**config.mk**
```make
export PLATFORM = sky130hd
export DESIGN_NAME = serial_host_port
export DESIGN_NICKNAME = d
export VERILOG_FILES = /design/src/verilog/host_port_pkg.sv /design/src/verilog/byte_stream_if.sv /design/src/verilog/serial_host_port.sv /design/src/verilog/stream_fifo.sv
export VERILOG_INCLUDE_DIRS = /design/src /design/src/verilog
export SDC_FILE = /design/constraint.sdc
export NUM_CORES = 2
export LEC_CHECK = 0
export BUFFER_PORTS_ARGS = -buffer_cell sky130_fd_sc_hd__buf_4
export CAP_MARGIN = 20
export CELL_PAD_IN_SITES_DETAIL_PLACEMENT = 0
export CELL_PAD_IN_SITES_GLOBAL_PLACEMENT = 1
export CORE_MARGIN = 2
export CORE_UTILIZATION = 35
export CTS_CLUSTER_DIAMETER = 60
export DETAILED_ROUTE_END_ITERATION = 7
export PLACE_DENSITY_LB_ADDON = 0.15
export RECOVER_POWER = 100
export SYNTH_ARGS = -nofsm -noshare
export SYNTH_HDL_FRONTEND = slang
export SYNTH_MEMORY_MAX_BITS = 65536
export SYNTH_SLANG_ARGS = --single-unit
```
**constraint.sdc**
```tcl
create_clock -name CLK_SYS -period 3.4 [get_ports CLK_SYS]
set_input_delay 0.17 -clock CLK_SYS [delete_from_list [all_inputs] [get_ports CLK_SYS]]
set_output_delay 0.17 -clock CLK_SYS [all_outputs]
set_load 0.01 [all_outputs]
```
**src/verilog/host_port_consts.svh**
```systemverilog
`ifndef HOST_PORT_CONSTS_SVH
`define HOST_PORT_CONSTS_SVH
`define CLK_HZ            25000000
`define BAUD_DEFAULT      115200
`define BUF_BYTES         512
`define FIFO_WORDS        4
`define OPT_BYTE_RESET    8'hff
`define OPT_HS_EN_BIT     6
`define OPT_PWR_BIT       7
`define OVF_LEN           4'd11
`endif

```
**src/verilog/host_port_pkg.sv**
```systemverilog
package host_port_pkg;
    typedef enum logic [1:0] {
        TX_IDLE  = 2'b00,
        TX_START = 2'b01,
        TX_DATA  = 2'b10,
        TX_STOP  = 2'b11
    } ser_state_t;
    typedef enum logic [1:0] {
        SRC_MSG  = 2'b00,
        SRC_OVF  = 2'b01,
        SRC_HALT = 2'b10
    } src_state_t;
endpackage : host_port_pkg

```
**src/verilog/byte_stream_if.sv**
```systemverilog
`timescale 1ns/1ps
interface byte_stream_if #(parameter int W = 8);
    logic         valid;
    logic         ready;
    logic [W-1:0] data;
    modport src (output valid, output data, input ready);
    modport snk (input valid, input data, output ready);
endinterface : byte_stream_if

```
**src/verilog/serial_host_port.sv**
```systemverilog
`timescale 1ns/1ps
`include "host_port_consts.svh"
module serial_host_port
    import host_port_pkg::*;
#(
    parameter int BAUD      = `BAUD_DEFAULT,
    parameter int BUF_BYTES = `BUF_BYTES,
    parameter int FIFO_W    = `FIFO_WORDS
)(
    input  wire logic       CLK_SYS,
    input  wire logic       RST,
    input  wire logic       CE,
    input  wire logic [7:0] MSG_DATA,
    input  wire logic       MSG_VALID,
    output logic            MSG_READY,
    input  wire logic       MSG_IS_SPACE,
    input  wire logic       MSG_IS_LF,
    input  wire logic       MSG_ACCEPTED,
    input  wire logic       MONITOR_ALL,
    input  wire logic       FILTERS_SET,
    input  wire logic       SPACES_ON,
    input  wire logic       LINEFEEDS_ON,
    input  wire logic [7:0] OPTION_BYTE,
    input  wire logic       OPTION_WR,
    input  wire logic       PROCESSING,
    input  wire logic       OP_RESTART,
    input  wire logic       RXD,
    input  wire logic       RTS_N,
    output logic            TXD,
    output logic            BUSY,
    output logic            INTERRUPT,
    output logic            ABANDON,
    output logic            PWR_CTRL_EN,
    output logic [7:0]      RX_DATA,
    output logic            RX_VALID,
    output logic [9:0]      BUF_LEVEL
);
    localparam int BIT_CYC = (`CLK_HZ / BAUD) < 1 ? 1 : (`CLK_HZ / BAUD);
    localparam int LW = $clog2(BUF_BYTES + 1);

    byte_stream_if #(.W(8)) to_fifo ();
    byte_stream_if #(.W(8)) from_fifo ();

    logic [7:0]      opt_ff;
    src_state_t      src_ff;
    logic [3:0]      ovf_idx_ff;
    logic [LW-1:0]   level_ff;
    logic [8:0]      bwp_ff;
    logic [8:0]      brp_ff;
    logic [7:0]      bmem [BUF_BYTES];
    logic            abandon_ff;
    logic            msg_keep;
    logic            drop_char;
    logic            buf_push;
    logic            buf_pop;
    logic            buf_full;
    logic            buf_empty;
    logic [7:0]      ovf_char;
    logic            hs_en;
    logic            busy_ff;
    logic            intr_ff;
    logic            rts_d_ff;
    ser_state_t      tx_st_ff;
    logic [15:0]     tx_cnt_ff;
    logic [2:0]      tx_bit_ff;
    logic [7:0]      tx_sh_ff;
    logic            txd_ff;
    ser_state_t      rx_st_ff;
    logic [15:0]     rx_cnt_ff;
    logic [2:0]      rx_bit_ff;
    logic [7:0]      rx_sh_ff;
    logic [7:0]      rx_data_ff;
    logic            rx_valid_ff;
    logic            rx_prev_ff;

    // option byte: default leaves handshake off
    always_ff @(posedge CLK_SYS or posedge RST)
    begin
        if (RST)
            opt_ff <= `OPT_BYTE_RESET;
        else if (CE && OPTION_WR)
            opt_ff <= OPTION_BYTE;
    end
    assign hs_en       = ~opt_ff[`OPT_HS_EN_BIT] && ~opt_ff[`OPT_PWR_BIT];
    assign PWR_CTRL_EN = opt_ff[`OPT_PWR_BIT];

    // message filtering ahead of the buffer
    assign msg_keep  = MSG_ACCEPTED || (MONITOR_ALL && !FILTERS_SET);
    assign drop_char = (MSG_IS_SPACE && !SPACES_ON) || (MSG_IS_LF && !LINEFEEDS_ON);

    always_comb
    begin
        case (ovf_idx_ff)
            4'd0:    ovf_char = 8'h42;
            4'd1:    ovf_char = 8'h55;
            4'd2:    ovf_char = 8'h46;
            4'd3:    ovf_char = 8'h46;
            4'd4:    ovf_char = 8'h45;
            4'd5:    ovf_char = 8'h52;
            4'd6:    ovf_char = 8'h20;
            4'd7:    ovf_char = 8'h46;
            4'd8:    ovf_char = 8'h55;
            4'd9:    ovf_char = 8'h4c;
            default: ovf_char = 8'h4c;
        endcase
    end

    assign buf_full  = (level_ff == LW'(BUF_BYTES));
    assign buf_empty = (level_ff == '0);
    assign buf_push  = CE && (src_ff == SRC_MSG) && MSG_VALID && msg_keep && !drop_char && !buf_full;
    assign MSG_READY = (src_ff == SRC_MSG) && !buf_full;
    assign to_fifo.valid = !buf_empty || (src_ff == SRC_OVF);
    // report goes out behind the text already buffered
    assign to_fifo.data  = (src_ff == SRC_OVF && buf_empty) ? ovf_char : bmem[brp_ff];
    assign buf_pop = CE && !buf_empty && to_fifo.ready;

    always_ff @(posedge CLK_SYS)
    begin
        if (buf_push)
            bmem[bwp_ff] <= MSG_DATA;
    end

    always_ff @(posedge CLK_SYS or posedge RST)
    begin
        if (RST)
        begin
            bwp_ff   <= '0;
            brp_ff   <= '0;
            level_ff <= '0;
        end
        else
        begin
            if (buf_push)
                bwp_ff <= bwp_ff + 9'h001;
            if (buf_pop)
                brp_ff <= brp_ff + 9'h001;
            level_ff <= level_ff + LW'(buf_push) - LW'(buf_pop);
        end
    end

    // overflow: report, then drop input until restart
    always_ff @(posedge CLK_SYS or posedge RST)
    begin
        if (RST)
        begin
            src_ff     <= SRC_MSG;
            ovf_idx_ff <= 4'h0;
            abandon_ff <= 1'b0;
        end
        else if (CE)
        begin
            abandon_ff <= 1'b0;
            case (src_ff)
                SRC_MSG:
                begin
                    if (buf_full && MSG_VALID && msg_keep && !drop_char)
                    begin
                        src_ff     <= SRC_OVF;
                        ovf_idx_ff <= 4'h0;
                        abandon_ff <= 1'b1;
                    end
                end
                SRC_OVF:
                begin
                    if (to_fifo.ready && buf_empty)
                    begin
                        if (ovf_idx_ff == `OVF_LEN - 4'd1)
                            src_ff <= SRC_HALT;
                        ovf_idx_ff <= ovf_idx_ff + 4'h1;
                    end
                end
                SRC_HALT:
                begin
                    if (OP_RESTART)
                        src_ff <= SRC_MSG;
                end
                default: src_ff <= SRC_MSG;
            endcase
        end
    end
    assign ABANDON = abandon_ff;

    stream_fifo #(.W(8), .D(FIFO_W)) u_fifo (
        .clk   (CLK_SYS),
        .rst   (RST),
        .ce    (CE),
        .in_s  (to_fifo),
        .out_s (from_fifo)
    );

    // transmitter, 8N1 lsb first
    assign from_fifo.ready = CE && (tx_st_ff == TX_IDLE);
    always_ff @(posedge CLK_SYS or posedge RST)
    begin
        if (RST)
        begin
            tx_st_ff  <= TX_IDLE;
            tx_cnt_ff <= '0;
            tx_bit_ff <= '0;
            tx_sh_ff  <= '0;
            txd_ff    <= 1'b1;
        end
        else if (CE)
        begin
            case (tx_st_ff)
                TX_IDLE:
                begin
                    txd_ff <= 1'b1;
                    if (from_fifo.valid)
                    begin
                        tx_sh_ff  <= from_fifo.data;
                        tx_cnt_ff <= 16'(BIT_CYC - 1);
                        txd_ff    <= 1'b0;
                        tx_st_ff  <= TX_START;
                    end
                end
                TX_START, TX_DATA, TX_STOP:
                begin
                    if (tx_cnt_ff != '0)
                        tx_cnt_ff <= tx_cnt_ff - 16'h0001;
                    else
                    begin
                        tx_cnt_ff <= 16'(BIT_CYC - 1);
                        if (tx_st_ff == TX_START)
                        begin
                            txd_ff    <= tx_sh_ff[0];
                            tx_sh_ff  <= {1'b0, tx_sh_ff[7:1]};
                            tx_bit_ff <= '0;
                            tx_st_ff  <= TX_DATA;
                        end
                        else if (tx_st_ff == TX_DATA)
                        begin
                            if (tx_bit_ff == 3'h7)
                            begin
                                txd_ff   <= 1'b1;
                                tx_st_ff <= TX_STOP;
                            end
                            else
                            begin
                                txd_ff    <= tx_sh_ff[0];
                                tx_sh_ff  <= {1'b0, tx_sh_ff[7:1]};
                                tx_bit_ff <= tx_bit_ff + 3'h1;
                            end
                        end
                        else
                            tx_st_ff <= TX_IDLE;
                    end
                end
                default: tx_st_ff <= TX_IDLE;
            endcase
        end
    end
    assign TXD = txd_ff;

    // receiver, mid-bit sampling
    always_ff @(posedge CLK_SYS or posedge RST)
    begin
        if (RST)
        begin
            rx_st_ff    <= TX_IDLE;
            rx_cnt_ff   <= '0;
            rx_bit_ff   <= '0;
            rx_sh_ff    <= '0;
            rx_data_ff  <= '0;
            rx_valid_ff <= 1'b0;
            rx_prev_ff  <= 1'b1;
        end
        else if (CE)
        begin
            rx_prev_ff  <= RXD;
            rx_valid_ff <= 1'b0;
            case (rx_st_ff)
                TX_IDLE:
                begin
                    if (rx_prev_ff && !RXD)
                    begin
                        rx_cnt_ff <= 16'(BIT_CYC / 2);
                        rx_st_ff  <= TX_START;
                    end
                end
                TX_START, TX_DATA, TX_STOP:
                begin
                    if (rx_cnt_ff != '0)
                        rx_cnt_ff <= rx_cnt_ff - 16'h0001;
                    else
                    begin
                        rx_cnt_ff <= 16'(BIT_CYC - 1);
                        if (rx_st_ff == TX_START)
                        begin
                            rx_bit_ff <= '0;
                            rx_st_ff  <= RXD ? TX_IDLE : TX_DATA;
                        end
                        else if (rx_st_ff == TX_DATA)
                        begin
                            rx_sh_ff <= {RXD, rx_sh_ff[7:1]};
                            if (rx_bit_ff == 3'h7)
                                rx_st_ff <= TX_STOP;
                            rx_bit_ff <= rx_bit_ff + 3'h1;
                        end
                        else
                        begin
                            if (RXD)
                            begin
                                rx_data_ff  <= rx_sh_ff;
                                rx_valid_ff <= 1'b1;
                            end
                            rx_st_ff <= TX_IDLE;
                        end
                    end
                end
                default: rx_st_ff <= TX_IDLE;
            endcase
        end
    end
    assign RX_DATA  = rx_data_ff;
    assign RX_VALID = rx_valid_ff;

    // handshake: busy follows processing, rts low interrupts
    always_ff @(posedge CLK_SYS or posedge RST)
    begin
        if (RST)
        begin
            busy_ff  <= 1'b0;
            intr_ff  <= 1'b0;
            rts_d_ff <= 1'b1;
        end
        else if (CE)
        begin
            rts_d_ff <= RTS_N;
            intr_ff  <= rx_valid_ff || (hs_en && !RTS_N && rts_d_ff);
            busy_ff  <= hs_en && PROCESSING && !intr_ff;
        end
    end
    assign BUSY      = busy_ff;
    assign INTERRUPT = intr_ff;
    assign BUF_LEVEL = 10'(level_ff);

    property p_idle_high;
        @(posedge CLK_SYS) disable iff (RST) (tx_st_ff == TX_IDLE && $past(tx_st_ff) == TX_IDLE) |-> TXD;
    endproperty
    a_idle_high: assert property (p_idle_high) else $error("txd low while idle");

    property p_busy_off_default;
        @(posedge CLK_SYS) disable iff (RST) !hs_en |-> ##1 !BUSY;
    endproperty
    a_busy_off_default: assert property (p_busy_off_default) else $error("busy with handshake off");

    property p_ovf_on_full;
        @(posedge CLK_SYS) disable iff (RST)
            (CE && src_ff == SRC_MSG && buf_full && MSG_VALID && msg_keep && !drop_char) |=> src_ff == SRC_OVF;
    endproperty
    a_ovf_on_full: assert property (p_ovf_on_full) else $error("no overflow report on full");

    property p_level_bound;
        @(posedge CLK_SYS) disable iff (RST) level_ff <= LW'(BUF_BYTES);
    endproperty
    a_level_bound: assert property (p_level_bound) else $error("buffer level exceeds size");

    property p_drop_char;
        @(posedge CLK_SYS) disable iff (RST) drop_char |-> !buf_push;
    endproperty
    a_drop_char: assert property (p_drop_char) else $error("suppressed char queued");

    property p_monitor_all;
        @(posedge CLK_SYS) disable iff (RST)
            (CE && src_ff == SRC_MSG && MSG_VALID && MONITOR_ALL && !FILTERS_SET && !drop_char && !buf_full)
            |=> level_ff == $past(level_ff) + LW'(1) - LW'($past(buf_pop));
    endproperty
    a_monitor_all: assert property (p_monitor_all) else $error("monitor-all byte not queued");

    property p_rts_interrupt;
        @(posedge CLK_SYS) disable iff (RST) (CE && hs_en && !RTS_N && rts_d_ff) |=> INTERRUPT ##1 !BUSY;
    endproperty
    a_rts_interrupt: assert property (p_rts_interrupt) else $error("rts did not interrupt");

    property p_busy_follows;
        @(posedge CLK_SYS) disable iff (RST) (CE && !PROCESSING) |=> !BUSY;
    endproperty
    a_busy_follows: assert property (p_busy_follows) else $error("busy while not processing");

    property p_start_bit;
        @(posedge CLK_SYS) disable iff (RST) (CE && tx_st_ff == TX_IDLE && from_fifo.valid) |=> !TXD;
    endproperty
    a_start_bit: assert property (p_start_bit) else $error("missing start bit");
endmodule : serial_host_port

```
**src/verilog/stream_fifo.sv**
```systemverilog
`timescale 1ns/1ps
module stream_fifo
    import host_port_pkg::*;
#(
    parameter int W = 8,
    parameter int D = 4
)(
    input  wire logic clk,
    input  wire logic rst,
    input  wire logic ce,
    byte_stream_if.snk in_s,
    byte_stream_if.src out_s
);
    localparam int AW = (D > 1) ? $clog2(D) : 1;
    logic [W-1:0]  mem [D];
    logic [AW-1:0] wp_ff;
    logic [AW-1:0] rp_ff;
    logic [AW:0]   cnt_ff;
    logic          push;
    logic          pop;

    assign in_s.ready  = (cnt_ff != (AW+1)'(D));
    assign out_s.valid = (cnt_ff != '0);
    assign out_s.data  = mem[rp_ff];
    assign push = ce && in_s.valid && in_s.ready;
    assign pop  = ce && out_s.valid && out_s.ready;

    always_ff @(posedge clk)
    begin
        if (push)
            mem[wp_ff] <= in_s.data;
    end

    always_ff @(posedge clk or posedge rst)
    begin
        if (rst)
        begin
            wp_ff  <= '0;
            rp_ff  <= '0;
            cnt_ff <= '0;
        end
        else
        begin
            if (push)
                wp_ff <= (wp_ff == AW'(D-1)) ? '0 : wp_ff + 1'b1;
            if (pop)
                rp_ff <= (rp_ff == AW'(D-1)) ? '0 : rp_ff + 1'b1;
            cnt_ff <= cnt_ff + (AW+1)'(push) - (AW+1)'(pop);
        end
    end
endmodule : stream_fifo
```
==> impl_results.md <==
* Status: finished, violations left
* Failing checks: capacitance limit, slew limit, setup timing
* Ys async rst share at 2.73%
* Clock transition at the registers of the reported paths at 0.06 ns
* Final Worst Setup Slack at -0.296 ns
* Syn Area/Cell at 19.8 um2
* Setup CP Type: reg -> reg
* Final Hold Fails at 0
* First-pass GRT wire length at 782000 um
* Kind of start point of the critical path: flop
* Post-Route WL at 569000 um
* Synth Net Count at 8511
* Crit path buffers/inverters at 8
* CP most frequent cell: buf_4
* Worst R2R End: u_fifo.mem[0][3]$_DFFE_PP_
* Cell depth of the worst min-delay path at 4
* Layout cell share with drive strength beyond 1 at 32.4%
* Period Utilization, post-route at 109%
* CTS Buf Count at 475
* Top_reg_cell synth: edfxtp_1
* Dpl hpwl at 377000 um
* Fill count at 41500
* Crit path largest cell delay at 0.53 ns
* DRC Markers at 0
* Std cell rows at 253
* Crit path time final at 3.70 ns
* Initial Util at 35.2%
* Peak supply drop at 492 uV
* LEAKAGE at 67.7 nW
* Clock Skew at 0.0962 ns
* Global-route total usage across every layer at 23.2%
* Die Height at 695 um
* Max Cap Viol at 15
* Die area at 483000 um2
* Slew @ Worst Pin at 3.10 ns
* 1st-pass router iterations at 5
* Total power at 0.174 W
* WP depth at 14
* Gpl congestion at 0.844
* Clk root buf: clkbuf_16
* Post-Route Setup TNS at -72.48 ns
* Post-route ant nets at 0
* Overflow after GRT at 0
* CP Capture Type: flop
* DP Area at 187000 um2
* Core area at 475000 um2
* Post-Synthesis Cells at 8426
* Crit-path leading delay family: buffers and inverters
* PwrDens at 850 nW/um2
* CTS H-tree lvls at 5
* Synth warnings at 0
* Max-slew headroom at -107%
* Wire length per cell at 33.6 um
* FF-to-FF path depth at 14
* Vias in the first global route at 93900
* Final Instance Area at 205000 um2
* CTS tree: done
* Worst Hold End: INTERRUPT$_DFFE_PP0P_
* Drt initial violations at 10700
* IO Count at 57
* Sequential area share after synthesis at 75.9%
* Worst hold path class: in -> reg
* Hold_sp: CE
* DR vias at 92700
* Layout Nets at 10200
* Initial antenna violation count at 44
* Die width at 695 um
* Cell Area, Synth at 167000 um2
* Crit path from: brp_ff[0]$_DFFE_PP0P_
* Crit path DAT at 4.47 ns
* Reg2Reg Launch Point: brp_ff[0]$_DFFE_PP0P_
* Worst R2R Setup Slack at -0.30 ns
* RSZ-0062 raised after global routing: true
* Final Max Tran Viols at 1260
* Number of synthesized flops with an enable pin at 4128
* Highest Clock Rate at 271 MHz
* Critical Path Fanout Max at 8
* Clk buf depth at 4
* Crit-path cells: buf_12 -> buf_4 -> buf_12 -> buf_8 -> buf_16 -> buf_4 -> buf_4 -> mux4_2 -> mux4_2 -> o22ai_1 -> or4_1 -> o21ai_1 -> buf_4 -> o32a_1
* Area Overhead vs Synth at 22.5%
* Sink Count at 4244
* Final setup vio count at 947
* Worst EP required at 4.17 ns
* Largest net degree at the start of global routing at 176
* Unique masters post-synth at 82
* Post-synthesis register bit count at 4244
* Crit-path slowest cell: mux4_2
* Worst-skew pair later-pin latency at 1.05 ns
* Port bufs at 50
* Via density at 5.48
## metal layers
| metal | GRT usage (%) | share of wire (%) |
|---|---|---|
| met5 | 0 | 0.0019 |
| met4 | 6.11 | 3.2 |
| met3 | 3.00 | 6.4 |
| met2 | 38.2 | 48 |
| met1 | 32.5 | 43 |
## kinds of logic after synthesis
family / count (synthesis) / share of synthesized area (%)
xor+xnor: 45 / 0.236
mux: 1383 / 14.6
flops: 4244 / 75.9
fa+ha+maj: 53 / 0.406
buf+inv: 574 / 1.98
simple gates: 1201 / 3.09
compound gates: 926 / 3.79
## how the worst max path moves through the flow
stage / endpoint
3_3_place_gp: u_fifo.mem[0][2]$_DFFE_PP_
2_1_floorplan: BUF_LEVEL[8]$_DFF_PP0_
3_5_place_dp: u_fifo.mem[1][6]$_DFFE_PP_
6_report: u_fifo.mem[0][3]$_DFFE_PP_
4_1_cts: u_fifo.mem[0][4]$_DFFE_PP_
5_1_grt: u_fifo.mem[1][3]$_DFFE_PP_
## power by group
part | switching (W) | internal, W
Sequential | 0.000718 | 0.0583
Clock | 0.0214 | 0.0287
Combinational | 0.0369 | 0.0277
Total | 0.0591 | 0.115
## worst reg2reg max path, delay by kind of cell (launching register included)
| kind | cells | cell delay (ns) |
|---|---|---|
| AO/OA/AOI/OAI | 3 | 0.51 |
| buffers and inverters | 8 | 1.26 |
| flip-flops | 1 | 0.50 |
| multiplexers | 2 | 1.02 |
| AND/OR/NAND/NOR | 1 | 0.14 |
## cell usage after synthesis (all sizes together), types with 26 or more instances
cell,n,area (um2)
inv,47,176
nor2,675,2530
o21ai,127,636
edfxtp,4128,124000
o22ai,141,882
o221ai,167,1460
a211oi,26,195
mux2,34,383
xnor2,31,272
mux2i,519,5190
nand3,67,335
ha,51,638
nor3,86,430
buf,258,2130
dfrtp,111,2780
a21oi,183,916
mux4,830,18800
a22oi,86,646
clkbuf,266,998
a31oi,41,257
nand2,211,792
## what timing repair did
action                      CTS  global route
setup endpoints to repair   912           480
hold endpoints to repair   1788             0
pin swaps                    59            83
hold buffers                 33             0
gates cloned                 17             4
resized for setup           346           212
setup buffers                61            59
## flip-flops by register name (all words and copies together), names as in the netlist, 3 cells and up
register	count
tx_cnt_ff	16
BUF_LEVEL	10
u_fifo.cnt_ff	3
bmem	4096
ovf_idx_ff	4
tx_sh_ff	8
brp_ff	9
rx_bit_ff	3
rx_cnt_ff	16
RX_DATA	8
tx_bit_ff	3
rx_sh_ff	8
u_fifo.mem	32
bwp_ff	9
## final cells by class
| cell class | instances | area (um2) | share of cell area [%] |
|---|---|---|---|
| Clock buffer | 584 | 12500 | 6.10 |
| Inverter | 50 | 210 | 0.103 |
| Antenna cell | 7 | 17.5 | 0.00856 |
| Clock inverter | 292 | 2640 | 1.29 |
| Timing Repair Buffer | 1765 | 15700 | 7.66 |
| Tap cell | 6375 | 7980 | 3.90 |
| Sequential cell | 4244 | 127000 | 62.0 |
| Multi-Input combinational cell | 3608 | 38700 | 18.9 |
## metrics by stage
stage / hold slack, ns / std cells / worst slack [ns] / utilization, %
floorplan: 0.269 / 8426 / 0.00898 / -
global placement: 0.401 / 15900 / -1.64 / 39.4
detailed placement: 0.408 / 15900 / -0.992 / 39.4
CTS: 0.0903 / 16900 / -0.284 / 43.2
global route: 0.201 / 16900 / -0.322 / 43.1
finish: 0.209 / 16900 / -0.296 / 43.1
## placed cells by master, fill, tap and decap left out, types with 18 or more instances in the layout
cell | Yosys | layout
buf_6 | 82 | 51
inv_6 | 0 | 21
buf_4 | 62 | 1083
a22oi_1 | 86 | 64
clkbuf_4 | 0 | 65
buf_16 | 0 | 32
a22oi_2 | 0 | 22
buf_12 | 2 | 157
dlygate4sd3_1 | 0 | 33
clkinv_2 | 0 | 68
bufinv_16 | 0 | 36
nand4_1 | 18 | 18
a21oi_1 | 183 | 149
nor2_1 | 675 | 623
clkbuf_1 | 266 | 233
clkbuf_16 | 0 | 486
nor2_2 | 0 | 41
clkinv_1 | 3 | 126
buf_2 | 69 | 24
a21oi_2 | 0 | 28
mux2i_1 | 519 | 512
nand2_1 | 211 | 193
o22ai_1 | 141 | 128
nor3_1 | 86 | 65
ha_1 | 51 | 48
mux2_2 | 34 | 33
a31oi_1 | 41 | 33
o221ai_1 | 167 | 156
inv_1 | 46 | 39
o21ai_0 | 126 | 98
clkbuf_2 | 0 | 153
nor2b_1 | 24 | 18
dfrtp_1 | 111 | 103
mux4_2 | 810 | 819
nand3_1 | 67 | 56
and2_1 | 23 | 19
buf_8 | 17 | 18
xnor2_1 | 31 | 31
edfxtp_1 | 4128 | 4128
(Power assumes the default switching activity.)
